`src/ttsc_cfg.svh`:
```
// offsets, field positions, reset values and codes of the trip block
`ifndef TTSC_CFG_SVH
`define TTSC_CFG_SVH

`define TTSC_ADDR_W          9
`define TTSC_DATA_W          32

`define TTSC_OFS_TRIP        9'h0e4
`define TTSC_OFS_CAP         9'h0e8
`define TTSC_OFS_IRQ_STAT    9'h100
`define TTSC_OFS_IRQ_MASK    9'h104
`define TTSC_OFS_EVCNT       9'h108

`define TTSC_TRIP_SW_BIT     31
`define TTSC_TRIP_DIODE_MSB  14
`define TTSC_TRIP_DIODE_LSB  8
`define TTSC_TRIP_SUP_BIT    5
`define TTSC_TRIP_SENSE_BIT  3
`define TTSC_TRIP_STATE_BIT  1

`define TTSC_CAP_CORE_MSB    13
`define TTSC_CAP_CORE_LSB    12
`define TTSC_CAP_RETRY_BIT   11
`define TTSC_CAP_THERM_BIT   10
`define TTSC_CAP_VIRT_BIT    9
`define TTSC_CAP_MEMCTL_BIT  8
`define TTSC_CAP_RATE_MSB    7
`define TTSC_CAP_RATE_LSB    5
`define TTSC_CAP_DUAL_BIT    0

`define TTSC_CORES_ONE       2'h0
`define TTSC_CORES_TWO       2'h1
`define TTSC_RATE_NO_LIMIT   3'h0
`define TTSC_RATE_1067       3'h3
`define TTSC_RATE_400        3'h7

`define TTSC_RST_WORD        32'h0000_0000
`define TTSC_DIODE_DFLT      7'h0b

`define TTSC_IRQ_W           2
`define TTSC_IRQ_OVERTEMP    0
`define TTSC_IRQ_TRIP        1
`define TTSC_IRQ_RST         2'h0

`endif

```
`src/ttsc_pkg.sv`:
```
// types shared by the trip status block
package ttsc_pkg;

  typedef enum logic [2:0] {
    sel_none      = 3'b000,
    sel_trip      = 3'b001,
    sel_cap       = 3'b010,
    sel_irq_stat  = 3'b011,
    sel_irq_mask  = 3'b100,
    sel_evcnt     = 3'b101
  } ttsc_sel_type;

  typedef logic [31:0] ttsc_word_type;

endpackage

```
`src/ttsc_reg_if.sv`:
```
// register access path between bus slave and register bank
`timescale 1ns/10ps
`include "ttsc_cfg.svh"

interface ttsc_reg_if;
  logic                     wr;
  logic                     rd;
  logic [`TTSC_ADDR_W-1:0]  addr;
  logic [`TTSC_DATA_W-1:0]  wdata;
  logic [3:0]               be;
  logic [`TTSC_DATA_W-1:0]  rdata;

  modport bus (
    output wr,
    output rd,
    output addr,
    output wdata,
    output be,
    input  rdata
  );

  modport regs (
    input  wr,
    input  rd,
    input  addr,
    input  wdata,
    input  be,
    output rdata
  );
endinterface // ttsc_reg_if

```
`src/ttsc_sync3.sv`:
```
// three-stage synchroniser for an asynchronous level input
`timescale 1ns/10ps

module ttsc_sync3 (
  input  wire logic clk_i,
  input  wire logic rst_i,
  input  wire logic async_i,
  output logic      level_o
);
  logic s1_ff;
  logic s2_ff;
  logic s3_ff;

  always_ff @(posedge clk_i) begin
    if (rst_i) begin
      s1_ff   <= 1'b0;
      s2_ff   <= 1'b0;
      s3_ff   <= 1'b0;
      level_o <= 1'b0;
    end else begin
      s1_ff <= async_i;
      s2_ff <= s1_ff;
      s3_ff <= s2_ff;
      // only a change seen by two stages counts
      if (s2_ff == s3_ff) begin
        level_o <= s3_ff;
      end
    end
  end
endmodule // ttsc_sync3

```
`src/ttsc_wb_slave.sv`:
```
// classic wishbone slave front end of the trip register bank
`timescale 1ns/10ps
`include "ttsc_cfg.svh"

module ttsc_wb_slave (
  input  wire logic                    clk_i,
  input  wire logic                    rst_i,
  input  wire logic                    cyc_i,
  input  wire logic                    stb_i,
  input  wire logic                    we_i,
  input  wire logic [`TTSC_ADDR_W-1:0] adr_i,
  input  wire logic [3:0]              sel_i,
  input  wire logic [`TTSC_DATA_W-1:0] dat_i,
  output logic      [`TTSC_DATA_W-1:0] dat_o,
  output logic                         ack_o,
  ttsc_reg_if.bus                      rif
);
  logic ack_ff;
  wire  req;

  // one access per request, ack drops the cycle after
  assign req       = cyc_i & stb_i & ~ack_ff;
  assign rif.wr    = req & we_i;
  assign rif.rd    = req & ~we_i;
  assign rif.addr  = adr_i;
  assign rif.wdata = dat_i;
  assign rif.be    = sel_i;
  assign dat_o     = rif.rdata;
  assign ack_o     = ack_ff;

  always_ff @(posedge clk_i) begin
    if (rst_i) begin
      ack_ff <= 1'b0;
    end else begin
      ack_ff <= req;
    end
  end
endmodule // ttsc_wb_slave

```
`src/ttsc_top.sv`:
```
// thermal trip status and capabilities register bank
`timescale 1ns/10ps
`include "ttsc_cfg.svh"

module ttsc_top
  import ttsc_pkg::*;
#(
  parameter logic [6:0] DIODE_CORRECTION    = `TTSC_DIODE_DFLT,
  parameter logic       TRIP_STATE_SUPPORT  = 1'b1,
  parameter logic [1:0] CORE_COUNT_CODE     = `TTSC_CORES_TWO,
  parameter logic [2:0] DRAM_RATE_CODE      = `TTSC_RATE_NO_LIMIT,
  parameter logic       DUAL_CHANNEL        = 1'b1,
  parameter logic       MEMCTL_PRESENT      = 1'b1,
  parameter logic       THERMAL_CONTROL     = 1'b1,
  parameter logic       VIRTUALIZATION      = 1'b1,
  parameter logic       LINK_RETRY          = 1'b1,
  parameter int         EVCNT_W             = 8
) (
  input  wire logic                    clk_i,
  input  wire logic                    rst_i,
  input  wire logic                    warm_rst_i,
  input  wire logic                    overtemp_pin_i,
  input  wire logic                    wb_cyc_i,
  input  wire logic                    wb_stb_i,
  input  wire logic                    wb_we_i,
  input  wire logic [`TTSC_ADDR_W-1:0] wb_adr_i,
  input  wire logic [3:0]              wb_sel_i,
  input  wire logic [`TTSC_DATA_W-1:0] wb_dat_i,
  output logic      [`TTSC_DATA_W-1:0] wb_dat_o,
  output logic                         wb_ack_o,
  output logic                         trip_event_o,
  output logic                         trip_state_o,
  output logic                         irq_o
);

  // reserved core codes are reported as one core
  function automatic logic [1:0] core_code_legal(
    input logic [1:0] code
  );
    logic [1:0] res;
    res = code;
    if (code != `TTSC_CORES_ONE && code != `TTSC_CORES_TWO) begin
      res = `TTSC_CORES_ONE;
    end
    return res;
  endfunction

  // rate codes 1 and 2 fall back to no limit; codes 4 to 6 pass unchanged
  function automatic logic [2:0] rate_code_legal(
    input logic [2:0] code
  );
    logic [2:0] res;
    res = code;
    if (code != `TTSC_RATE_NO_LIMIT && code < `TTSC_RATE_1067) begin
      res = `TTSC_RATE_NO_LIMIT;
    end
    return res;
  endfunction

  ttsc_reg_if rif ();

  logic                     overtemp_lvl;
  logic                     overtemp_lvl_d_ff;
  logic                     overtemp_sensed_ff;
  logic                     nxt_overtemp_sensed;
  logic                     trip_state_ff;
  logic                     nxt_trip_state;
  logic                     trip_event_ff;
  logic [`TTSC_IRQ_W-1:0]   irq_stat_ff;
  wire  [`TTSC_IRQ_W-1:0]   nxt_irq_stat;
  logic [`TTSC_IRQ_W-1:0]   irq_mask_ff;
  logic [`TTSC_IRQ_W-1:0]   nxt_irq_mask;
  logic [EVCNT_W-1:0]       evcnt_ff;
  logic [EVCNT_W-1:0]       nxt_evcnt;
  logic [`TTSC_DATA_W-1:0]  rdata_ff;
  logic                     irq_ff;

  ttsc_sel_type             sel;
  ttsc_word_type            trip_word;
  ttsc_word_type            cap_word;
  ttsc_word_type            read_word;

  wire [6:0] word_idx;
  wire       hit_trip;
  wire       hit_cap;
  wire       hit_irq_stat;
  wire       hit_irq_mask;
  wire       hit_evcnt;
  wire       soft_trip_trigger;
  wire       overtemp_rise;
  wire       trip_event;
  wire       enter_trip;
  wire       stat_clr_wr;
  wire       mask_wr;
  wire [`TTSC_IRQ_W-1:0] irq_set;
  wire [`TTSC_IRQ_W-1:0] irq_clr;
  wire       evcnt_full;
  wire [`TTSC_IRQ_W-1:0] irq_pend;
  wire [1:0] core_field;
  wire [2:0] rate_field;

  ttsc_wb_slave u_wb (
    .clk_i (clk_i),
    .rst_i (rst_i),
    .cyc_i (wb_cyc_i),
    .stb_i (wb_stb_i),
    .we_i  (wb_we_i),
    .adr_i (wb_adr_i),
    .sel_i (wb_sel_i),
    .dat_i (wb_dat_i),
    .dat_o (wb_dat_o),
    .ack_o (wb_ack_o),
    .rif   (rif.bus)
  );

  // pin is asynchronous to clk_i
  ttsc_sync3 u_sync (
    .clk_i   (clk_i),
    .rst_i   (rst_i),
    .async_i (overtemp_pin_i),
    .level_o (overtemp_lvl)
  );

  // word indexes of the mapped offsets
  localparam logic [6:0] IDX_TRIP     = 7'(`TTSC_OFS_TRIP >> 2);
  localparam logic [6:0] IDX_CAP      = 7'(`TTSC_OFS_CAP >> 2);
  localparam logic [6:0] IDX_IRQ_STAT = 7'(`TTSC_OFS_IRQ_STAT >> 2);
  localparam logic [6:0] IDX_IRQ_MASK = 7'(`TTSC_OFS_IRQ_MASK >> 2);
  localparam logic [6:0] IDX_EVCNT    = 7'(`TTSC_OFS_EVCNT >> 2);

  // address decode, low two address bits ignored
  assign word_idx     = rif.addr[`TTSC_ADDR_W-1:2];
  assign hit_trip     = (word_idx == IDX_TRIP);
  assign hit_cap      = (word_idx == IDX_CAP);
  assign hit_irq_stat = (word_idx == IDX_IRQ_STAT);
  assign hit_irq_mask = (word_idx == IDX_IRQ_MASK);
  assign hit_evcnt    = (word_idx == IDX_EVCNT);

  assign sel = hit_trip     ? sel_trip     :
               hit_cap      ? sel_cap      :
               hit_irq_stat ? sel_irq_stat :
               hit_irq_mask ? sel_irq_mask :
               hit_evcnt    ? sel_evcnt    :
                              sel_none;

  assign soft_trip_trigger = rif.wr & (sel == sel_trip) & rif.be[3]
                           & rif.wdata[`TTSC_TRIP_SW_BIT];

  // level edge, so a held overtemp gives one event
  assign overtemp_rise = overtemp_lvl & ~overtemp_lvl_d_ff;

  // trigger behaves as a real overtemp
  assign trip_event = overtemp_rise | soft_trip_trigger;

  // trip state only exists where supported
  assign enter_trip = trip_event & TRIP_STATE_SUPPORT;

  always_comb begin
    nxt_overtemp_sensed = overtemp_sensed_ff;
    if (overtemp_lvl || soft_trip_trigger) begin
      nxt_overtemp_sensed = 1'b1;
    end
  end

  always_comb begin
    nxt_trip_state = trip_state_ff;
    if (enter_trip) begin
      nxt_trip_state = 1'b1;
    end
  end

  // cold reset only; warm reset keeps the evidence of a trip
  always_ff @(posedge clk_i) begin
    if (rst_i) begin
      overtemp_sensed_ff <= 1'b0;
      trip_state_ff      <= 1'b0;
    end else begin
      overtemp_sensed_ff <= nxt_overtemp_sensed;
      trip_state_ff      <= nxt_trip_state;
    end
  end

  // delay stage resets to the idle pin level, so no false edge
  always_ff @(posedge clk_i) begin
    if (rst_i) begin
      overtemp_lvl_d_ff <= 1'b0;
      trip_event_ff     <= 1'b0;
    end else begin
      overtemp_lvl_d_ff <= overtemp_lvl;
      trip_event_ff     <= trip_event;
    end
  end

  // registered pulse, a clean edge for the shutdown sequencer
  assign trip_event_o = trip_event_ff;
  assign trip_state_o = trip_state_ff;

  // interrupt status, write one to clear, set wins
  assign stat_clr_wr = rif.wr & (sel == sel_irq_stat) & rif.be[0];
  assign mask_wr     = rif.wr & (sel == sel_irq_mask) & rif.be[0];
  assign irq_set[`TTSC_IRQ_OVERTEMP] = trip_event;
  assign irq_set[`TTSC_IRQ_TRIP]     = enter_trip & ~trip_state_ff;
  assign irq_clr = stat_clr_wr ? rif.wdata[`TTSC_IRQ_W-1:0]
                               : `TTSC_IRQ_RST;

  always_comb begin
    nxt_irq_mask = irq_mask_ff;
    if (mask_wr) begin
      nxt_irq_mask = rif.wdata[`TTSC_IRQ_W-1:0];
    end
  end

  // per-bit status: a set in the clear cycle wins
  for (genvar b = 0; b < `TTSC_IRQ_W; b++) begin : g_irq
    assign nxt_irq_stat[b] = irq_set[b] | (irq_stat_ff[b] & ~irq_clr[b]);
    assign irq_pend[b]     = nxt_irq_stat[b] & nxt_irq_mask[b];
  end

  // saturates instead of wrapping so a storm stays visible
  assign evcnt_full = &evcnt_ff;

  always_comb begin
    nxt_evcnt = evcnt_ff;
    if (trip_event && !evcnt_full) begin
      nxt_evcnt = evcnt_ff + {{(EVCNT_W-1){1'b0}}, 1'b1};
    end
  end

  // warm reset clears the software-facing interrupt state
  always_ff @(posedge clk_i) begin
    if (rst_i || warm_rst_i) begin
      irq_stat_ff <= `TTSC_IRQ_RST;
      irq_mask_ff <= `TTSC_IRQ_RST;
    end else begin
      irq_stat_ff <= nxt_irq_stat;
      irq_mask_ff <= nxt_irq_mask;
    end
  end

  always_ff @(posedge clk_i) begin
    if (rst_i || warm_rst_i) begin
      evcnt_ff <= '0;
      irq_ff   <= 1'b0;
    end else begin
      evcnt_ff <= nxt_evcnt;
      irq_ff   <= |irq_pend;
    end
  end

  assign irq_o = irq_ff;

  // trip status word
  always_comb begin
    trip_word = `TTSC_RST_WORD;
    trip_word[`TTSC_TRIP_SW_BIT] = 1'b0;
    trip_word[`TTSC_TRIP_DIODE_MSB:`TTSC_TRIP_DIODE_LSB] =
      DIODE_CORRECTION;
    trip_word[`TTSC_TRIP_SUP_BIT]   = TRIP_STATE_SUPPORT;
    trip_word[`TTSC_TRIP_SENSE_BIT] = overtemp_sensed_ff;
    trip_word[`TTSC_TRIP_STATE_BIT] = trip_state_ff;
  end

  // reserved core codes and rate codes 1 and 2 are mapped before software sees them; rate codes 4 to 6 pass unchanged
  assign core_field = core_code_legal(CORE_COUNT_CODE);
  assign rate_field = rate_code_legal(DRAM_RATE_CODE);

  // capabilities word, constant by construction
  always_comb begin
    cap_word = `TTSC_RST_WORD;
    cap_word[`TTSC_CAP_CORE_MSB:`TTSC_CAP_CORE_LSB] =
      core_field;
    cap_word[`TTSC_CAP_RETRY_BIT]  = LINK_RETRY;
    cap_word[`TTSC_CAP_THERM_BIT]  = THERMAL_CONTROL;
    cap_word[`TTSC_CAP_VIRT_BIT]   = VIRTUALIZATION;
    cap_word[`TTSC_CAP_MEMCTL_BIT] = MEMCTL_PRESENT;
    cap_word[`TTSC_CAP_RATE_MSB:`TTSC_CAP_RATE_LSB] =
      rate_field;
    cap_word[`TTSC_CAP_DUAL_BIT]   = DUAL_CHANNEL;
  end

  // no write path reaches capability bits
  always_comb begin
    read_word = `TTSC_RST_WORD;
    case (sel)
      sel_trip: begin
        read_word = trip_word;
      end
      sel_cap: begin
        read_word = cap_word;
      end
      sel_irq_stat: begin
        read_word[`TTSC_IRQ_W-1:0] = irq_stat_ff;
      end
      sel_irq_mask: begin
        read_word[`TTSC_IRQ_W-1:0] = irq_mask_ff;
      end
      sel_evcnt: begin
        read_word[EVCNT_W-1:0] = evcnt_ff;
      end
      default: begin
        read_word = `TTSC_RST_WORD;
      end
    endcase
  end

  // read data held until the next read
  always_ff @(posedge clk_i) begin
    if (rst_i) begin
      rdata_ff <= `TTSC_RST_WORD;
    end else if (rif.rd) begin
      rdata_ff <= read_word;
    end
  end

  assign rif.rdata = rdata_ff;

endmodule // ttsc_top

```
`config.mk`:
```
export PLATFORM = sky130hd
export DESIGN_NAME = ttsc_top
export DESIGN_NICKNAME = d
export VERILOG_FILES = /design/src/ttsc_pkg.sv /design/src/ttsc_reg_if.sv /design/src/ttsc_sync3.sv /design/src/ttsc_wb_slave.sv /design/src/ttsc_top.sv
export VERILOG_INCLUDE_DIRS = /design/src
export SDC_FILE = /design/constraint.sdc
export NUM_CORES = 1
export LEC_CHECK = 0
export ABC_AREA = 1
export BUFFER_PORTS_ARGS = -buffer_cell sky130_fd_sc_hd__buf_2
export CORE_ASPECT_RATIO = 0.8
export CORE_UTILIZATION = 40
export CTS_BUF_LIST = sky130_fd_sc_hd__clkbuf_8 sky130_fd_sc_hd__clkbuf_16
export DETAILED_ROUTE_END_ITERATION = 10
export GPL_ROUTABILITY_DRIVEN = 0
export PLACE_DENSITY = 0.73
export SYNTH_ARGS = -nofsm -noshare
export SYNTH_HDL_FRONTEND = slang
export SYNTH_SLANG_ARGS = --single-unit
```
`constraint.sdc`:
```
create_clock -name clk_i -period 1.5 [get_ports clk_i]
set_input_delay 0.3 -clock clk_i [delete_from_list [all_inputs] [get_ports clk_i]]
set_output_delay 0.3 -clock clk_i [all_outputs]
set_load 0.005 [all_outputs]
```
* Word-level counts from Yosys, hierarchy flattened
Index checks and enable logic that the tools add are counted.
Word-level totals: bits in registers 54, input port bits 52, output and inout port bits 36, word-level logic and storage cells 68
Operators by class: add/sub/neg operators 1, equal/unequal tests 11, muxes and demuxes 10, bitwise gates (word level) 26, reductions and logical operators 6
Operators by type and width (number):
- equality test 7 bit (second input constant) | 3
- bitwise AND 1 bit | 17
- two-way mux 3 bit | 5
- equality test 7 x 6 -> 1 bit (second input constant) | 2
- case mux 6 bit (2 select lines) | 1
- case mux 2 bit (5 select lines) | 1
- case mux 5 bit (2 select lines) | 1
- adder 8 x 1 -> 8 bit (second input constant) | 1
- AND reduction 8 bit | 1
- equality test 3 x 2 -> 1 bit (second input constant) | 2
- equality test 3 bit (second input constant) | 2
- inverter 1 bit | 6
- two-way mux 2 bit | 2
- equality test 3 x 1 -> 1 bit (second input constant) | 1
- bitwise OR 1 bit | 3
- logical OR 1 bit | 2
- OR reduction 2 bit | 1
- equality test 1 bit | 1
- logical AND 1 bit | 1
- zero test 1 bit | 1

* Logic depth before layout (Yosys ltp)
Gate-level depths: netlist of run 1.
depth in word-level cells 15, gate-level depth with buffers 11, mapped depth without buffers 11

* Hierarchy
Synthesis of run 1 repeated with hierarchy kept, for this count alone.
Second synthesis, totals: cell total of the unflattened synthesis 302, area total of the unflattened synthesis 2139.6 µm²
Modules (own cells, without submodules):
- ttsc_top | times used 1, cells an instance 205, area an instance 1391.3 µm², sequential area each 540.5 µm²
- ttsc_wb_slave | times used 1, cells an instance 84, area an instance 626.9 µm², sequential area each 20.0 µm²
- ttsc_sync3 | times used 1, cells an instance 13, area an instance 121.4 µm², sequential area each 80.1 µm²

* Worst setup path before layout of run 1
No wires, ideal clock.
kind reg-to-reg, start point register evcnt_ff[0], end point register evcnt_ff[7], library setup time 0.070 ns, data arrival time 1.289 ns, data required time 1.430 ns, path slack 0.141 ns, cell stages (with the launch flop) 8, buffers on the path 0, period minus slack after synthesis 1.359 ns, cell sequence dfxtp_1 -> ha_1 -> nand2_2 -> nor3b_4 -> nand3_4 -> nand2_4 -> nand2_1 -> a21oi_1
Between the ends: cells in the longest elaborated chain, start to end 3, elaborated cells between the ends (all ways) 4, classes of those cells add/sub (1); reduce/logical (3)
Ends and longest elaborated chain:
- start: declaration | RTL line ttsc_top.sv:73 | logic [EVCNT_W-1:0] evcnt_ff;
- start signal: assignment | RTL line ttsc_top.sv:245 | evcnt_ff <= nxt_evcnt;
- branches (longest 3 deep; another with adder 8 x 1 -> 8 bit)
Parallel ways; which one is timed is not known. A chain may end at the register's enable or synchronous reset.

* Final worst setup path of run 1
start point register evcnt_ff[1], end point register evcnt_ff[6]
Same word-level chain as after synthesis.

==> impl_metrics.py, run 1 <==
metrics = {
    "worst_setup_path": {
        "critical_path_buf_inv_count": 1,
        "path_max_fanout": 3,
        "cp-end-kind": "register",
        "r2r_setup_slack_ns": 0.07,
        "r2r_start": "evcnt_ff[1]",
        "crit_chain": "ha_4 > nand2_4 > nor3b_4 > buf_4 > nand2_1 > nand3b_1 > nand2_1 > nor2_1",
        "crit_family": "simple AND/OR/NAND/NOR gates",
        "worstPathArrival_ns": 1.61,
        "path_class": "register to register",
        "slowest_delay_ns": 0.35,
        "critPathLaunchType": "register",
        "cp.required_ns": 1.68,
        "path_common_cell": "nand2_1",
        "worst_r2r_path_depth": 8,
        "slowest_stage": "dfxtp_2",
        "reg2reg_to": "evcnt_ff[6]",
    },
    "clock_tree": {
        "clockBufferDepth": 2,
        "cts_sinks": 32,
        "cts_tree": "built",
        "clk_pin_slew_ns": 0.07,
        "clk_latency_ns": 0.29,
        "cts_hold_buffers": 0,
        "ctsHtreeMaxLevel": 2,
        "cts_buffers": 5,
        "root_buffer": "clkbuf_8",
    },
    "global_route": {
        "grt_pass1_wl_um": 5540,
        "grt_max_degree": 15,
        "antenna_found_initial": 0,
        "track_usage": 0.168,
        "top_usage_layer": "met2",
        "met1_usage": 0.223,
        "grt.overflow.total": 0,
        "grtUsageMet3": 0.0624,
        "grtUsageMet2": 0.250,
        "grt_pass1_vias": 1265,
    },
    "power_and_ir_drop": {
        "powerDensity_nw_per_um2": 823,
        "p_seq_frac": 0.519,
        "vdd_ir_drop_max_v": 0.000408,
        "clockPowerShare": 0.406,
        "p_leak_nw": 0.986,
        "swShare": 0.238,
        "p_sw_mw": 0.397,
        "p_int_mw": 1.27,
        "p_comb_frac": 0.074,
        "total_power_mw": 1.67,
    },
    "synth": {
        "synth_top_area_frac": 0.378,
        "synth-seq-cells": 32,
        "ys_warn_count": 0,
        "netlist_area_um2": 1690,
        "synth_area_leaders": "dfxtp_1 (38%), nand2_1 (12%), buf_4 (9.7%)",
        "yosysUniqueCellTypes": 27,
        "ys_seq_area_frac": 0.378,
        "synth_area_leader_cell": "dfxtp_1",
        "syn_inst": 239,
        "syn_avg_cell_area_um2": 7.09,
    },
    "placement": {
        "dp_hpwl_um": 2650,
        "place_area_um2": 1900,
        "portBuffers": 35,
    },
    "finish": {
        "seq_area_um2": 643,
        "post-route-util": 0.516,
        "multi_input_area_um2": 866,
        "fin_nets": 339,
        "layout_common_cells": "nand2_1 (56), buf_2 (35), dfxtp_1 (30), nor2_1 (28), a21oi_1 (22)",
        "area_growth_pct": 19.6,
        "layout_commonest_cell": "nand2_1",
        "fill_cells": 404,
        "fin_area_um2": 2030,
        "antennaDiodeCount": 0,
        "layout-drive-gt1-share": 0.268,
    },
    "floorplanning": {
        "start_util": 0.431,
        "core_um2": 3930,
        "dieArea_um2": 4500,
        "ios": 88,
        "die_w_um": 74.8,
        "num_rows": 20,
        "dieHeight_um": 60.2,
    },
    "route": {
        "drc_errors": 0,
        "vias_per_cell": 4.46,
        "antenna_left": 0,
        "wirelength_um": 3490,
        "firstDrtPassIters": 4,
        "vias": 1525,
        "drtIter0Drc": 56,
        "wl_per_cell_um": 10.2,
    },
    "hold_path": {
        "hold_start": "overtemp_pin_i",
        "whs_endpoint": "u_sync.s1_ff",
        "hp-class": "input port to register",
        "holdPathStages": 3,
    },
    "sta": {
        "max_freq_mhz": 698,
        "setup-violations-final": 0,
        "holdWs_ns": 0.223,
        "hold_viol": 0,
        "min_period_over_period": 0.956,
        "period_minus_slack_ns": 1.43,
        "slew_violations": 0,
        "finClkSkew_ns": 0.00386,
        "setup_tns_ns": 0,
    },
    "run": {
        "drv_cap": 0,
    },
    "outcome": {
        "status": "complete, no violations",
    },
}
-- metal layers --
metal	routed length (µm)	up-vias
met1	1740	656
li1	-	808
met4	38	0
met2	1430	57
met5	0	-
met3	272	4
-- stage by stage --
stage | instances | setup WS [ns]
2_1_floorplan | 257 | 0.141
3_3_place_gp | 332 | 0.0958
3_5_place_dp | 332 | 0.0826
4_1_cts | 340 | 0.0597
5_1_grt | 342 | -0.00468
6_report | 342 | 0.0667
-- how the worst max path moves through the flow --
stage                      startpoint           to  slack (ns)  depth (start not counted)
after floorplan           evcnt_ff[0]  evcnt_ff[7]        0.14                          7
after global placement    evcnt_ff[0]  evcnt_ff[7]         0.1                          7
after detailed placement  evcnt_ff[0]  evcnt_ff[2]        0.08                          7
after CTS                 evcnt_ff[0]  evcnt_ff[2]        0.06                          7
after global routing      evcnt_ff[1]  evcnt_ff[3]      -0.005                          7
final                     evcnt_ff[1]  evcnt_ff[6]        0.07                          8
-- power groups by stage --
stage | clock, mW | sequential (mW) | combinational, mW
final | 0.678 | 0.866 | 0.124
after CTS | 0.699 | 0.866 | 0.124
after floorplan | 0 | 0.886 | 0.102
after global placement | 0 | 0.885 | 0.121
after detailed placement | 0 | 0.885 | 0.123
after global routing | 0.734 | 0.867 | 0.143
-- final cells by class --
| type | instances | share of cell area |
|---|---|---|
| clock buffer | 6 | 0.0408 |
| clock inverter | 2 | 0.00494 |
| inverter | 26 | 0.0482 |
| multi-input combinational | 175 | 0.427 |
| sequential | 32 | 0.317 |
| tap | 55 | 0.0340 |
| timing repair buffer | 46 | 0.127 |
-- what timing repair did --
action,4_1_cts,5_1_grt
resized for setup,0,5
setup buffers,0,1
setup endpoints to repair,0,8
-- sequential cells by signal, summed over array words and instances, names as in the netlist --
register and flops:
evcnt_ff 8, irq_mask_ff 2, irq_o 1, irq_stat_ff 2, overtemp_lvl_d_ff 1, overtemp_sensed_ff 1, rdata_ff 10, trip_event_o 1
trip_state_o 1, u_sync.level_o 1, u_sync.s1_ff 1, u_sync.s2_ff 1, u_sync.s3_ff 1, u_wb.ack_o 1
-- kinds of logic (layout without fill, tap and decap cells) --
kind of cell,Yosys count,count (layout),share of synthesized area
flip-flops,32,32,0.378
AO/OA/AOI/OAI,31,31,0.0945
buffers and inverters,51,80,0.167
adder cells (fa/ha/maj),1,1,0.00738
other,1,19,0.00221
AND/OR/NAND/NOR,119,120,0.330
XOR/XNOR,4,4,0.0207
-- Yosys cell counts, drive strengths merged --
cell type / instances
a31oi: 2
ha: 1
buf: 24
clkbuf: 1
a21oi: 22
nor3b: 1
dfxtp: 32
nand4: 2
o21ai: 6
inv: 26
nand2: 61
o211ai: 1
nor3: 1
conb: 1
nand3: 20
xor2: 4
nand3b: 1
nor2: 33
-- worst register-to-register path, delay by kind of cell (launching register included) --
family | cells | cell delay (ns)
simple gates | 6 | 0.65
fa+ha+maj | 1 | 0.15
buf+inv | 1 | 0.16
flops | 1 | 0.35
(Power assumes the default switching activity.)
==> run 2: changes to the inputs <==
- CORE_MARGIN: unset -> 8
- CORE_UTILIZATION: 40 -> 41
- PLACE_DENSITY: 0.73 -> 0.78
- clock period: 1.5 -> 1.2 ns (I/O delays scaled with it)
==> impl_metrics.py, run 2 (same netlist as run 1, synthesis figures left out) <==
metrics = {
    "outcome": {
        "status": "finished, violations left",
        "violations": "setup timing",
    },
    "route": {
        "firstDrtPassIters": 4,
        "vias_per_cell": 4.64,
        "wirelength_um": 4350,
        "vias": 1666,
        "drc_errors": 0,
        "antenna_left": 0,
        "drtIter0Drc": 95,
        "wl_per_cell_um": 12.1,
    },
    "finish": {
        "layout_commonest_cell": "nand2_1",
        "fin_area_um2": 2270,
        "fill_cells": 385,
        "fin_nets": 354,
        "post-route-util": 0.557,
        "fin_cells": 359,
        "reg_top3": "rdata_ff x10, evcnt_ff x8",
        "seq_area_um2": 648,
        "largest_register_ffs": 10,
        "layout-drive-gt1-share": 0.364,
        "antennaDiodeCount": 0,
        "layout_common_cells": "nand2_1 (49), buf_2 (35), dfxtp_1 (28), nor2_1 (25), buf_4 (22)",
        "top_register": "rdata_ff",
        "multi_input_area_um2": 971,
        "area_growth_pct": 33.8,
    },
    "global_route": {
        "grt_pass1_vias": 1476,
        "met1_usage": 0.164,
        "antenna_found_initial": 0,
        "grt_max_degree": 15,
        "grtUsageMet3": 0.0469,
        "grtUsageMet2": 0.211,
        "grt_pass1_wl_um": 6770,
        "grt.overflow.total": 0,
        "top_usage_layer": "met2",
        "track_usage": 0.136,
    },
    "sta": {
        "period_minus_slack_ns": 1.43,
        "min_period_over_period": 1.19,
        "hold_viol": 0,
        "finClkSkew_ns": 0.00554,
        "grt_setup_unrepaired": "yes",
        "slew_violations": 0,
        "holdWs_ns": 0.163,
        "setup-violations-final": 8,
        "setup_tns_ns": -1.55,
        "max_freq_mhz": 699,
        "fin_ws_ns": -0.232,
    },
    "run": {
        "drv_cap": 0,
    },
    "clock_tree": {
        "root_buffer": "clkbuf_8",
        "clk_pin_slew_ns": 0.07,
        "cts_sinks": 32,
        "clk_latency_ns": 0.29,
        "ctsHtreeMaxLevel": 2,
        "cts_buffers": 5,
        "clockBufferDepth": 2,
        "cts_tree": "built",
    },
    "placement": {
        "dp_hpwl_um": 3190,
        "portBuffers": 35,
        "place_inst": 345,
        "place_area_um2": 2010,
        "dp_slack_ns": -0.182,
    },
    "floorplanning": {
        "core_um2": 4070,
        "ios": 88,
        "die_w_um": 87.9,
        "dieArea_um2": 6460,
        "start_util": 0.416,
        "num_rows": 21,
        "dieHeight_um": 73.5,
    },
    "power_and_ir_drop": {
        "total_power_mw": 2.21,
        "p_int_mw": 1.67,
        "p_sw_mw": 0.547,
        "swShare": 0.247,
        "vdd_ir_drop_max_v": 0.000529,
        "powerDensity_nw_per_um2": 977,
        "p_leak_nw": 1.09,
        "p_comb_frac": 0.083,
        "clockPowerShare": 0.428,
        "p_seq_frac": 0.488,
    },
    "worst_setup_path": {
        "critPathLaunchType": "register",
        "path_max_fanout": 4,
        "cp.required_ns": 1.38,
        "path_class": "register to register",
        "worstPathArrival_ns": 1.61,
        "cp-end-kind": "register",
    },
    "hold_path": {
        "hp-class": "input port to register",
    },
}
==> run 2: cell types whose count changed in the layout (fill, tap and decap cells not counted), moves of 2 or more <==
cell | before | now
a21oi_1 | 22 | 18
nor2_1 | 28 | 25
nand2_1 | 56 | 49
nand3_2 | 1 | 4
nand2_4 | 4 | 6
nor2_4 | 1 | 5
nand2_2 | 1 | 6
nand3_1 | 19 | 16
a21oi_2 | 0 | 4
dfxtp_1 | 30 | 28
buf_4 | 11 | 22
buf_6 | 0 | 3
==> run 2: cell type report <==
cell class	count	share of cell area
clock inverters	2	0.00386
inverters	26	0.0442
well taps	57	0.0315
flip-flops and latches	32	0.286
repair buffers	60	0.165
clock buffers	6	0.0414
multi-input cells	176	0.428
==> run 2: worst paths after layout <==
check | from | to | slack (ns) | cells after the start
setup / recovery | evcnt_ff[0] | evcnt_ff[4] | -0.23 | 7
hold / removal | overtemp_pin_i | u_sync.s1_ff | 0.16 | 3
setup reg to reg | evcnt_ff[0] | evcnt_ff[4] | -0.23 | 7
hold reg to reg | u_sync.s1_ff | u_sync.s2_ff | 0.40 | 2
==> run 2: power groups by stage <==
stage / clock (mW) / combinational (mW) / sequential, mW
5_1_grt: 1.00 / 0.209 / 1.08
3_5_place_dp: 0 / 0.167 / 1.10
2_1_floorplan: 0 / 0.128 / 1.11
6_report: 0.948 / 0.185 / 1.08
3_3_place_gp: 0 / 0.163 / 1.10
4_1_cts: 0.961 / 0.176 / 1.08
==> run 2: routing by layer <==
layer | wire length (µm) | vias up
li1 | - | 844
met1 | 1860 | 762
met2 | 2030 | 53
met3 | 389 | 7
met4 | 72 | 0
met5 | 0 | -
==> run 2: repair_timing <==
action / CTS / global route
cloned: 1 / 1
endpoints found under the setup margin: 19 / 13
buffers inserted: 0 / 4
gates resized for setup: 7 / 22
endpoints found under the hold margin: 0 / 0
pin swaps: 5 / 10
hold buffers: 0 / 0
==> run 2: critical path, stage by stage, from the launching register on <==
cell     delay, ns
dfxtp_4       0.36
ha_4          0.14
nand2_4       0.05
nor3b_4       0.28
buf_4         0.17
nand3_2       0.12
nand3_1       0.12
a21oi_1       0.07
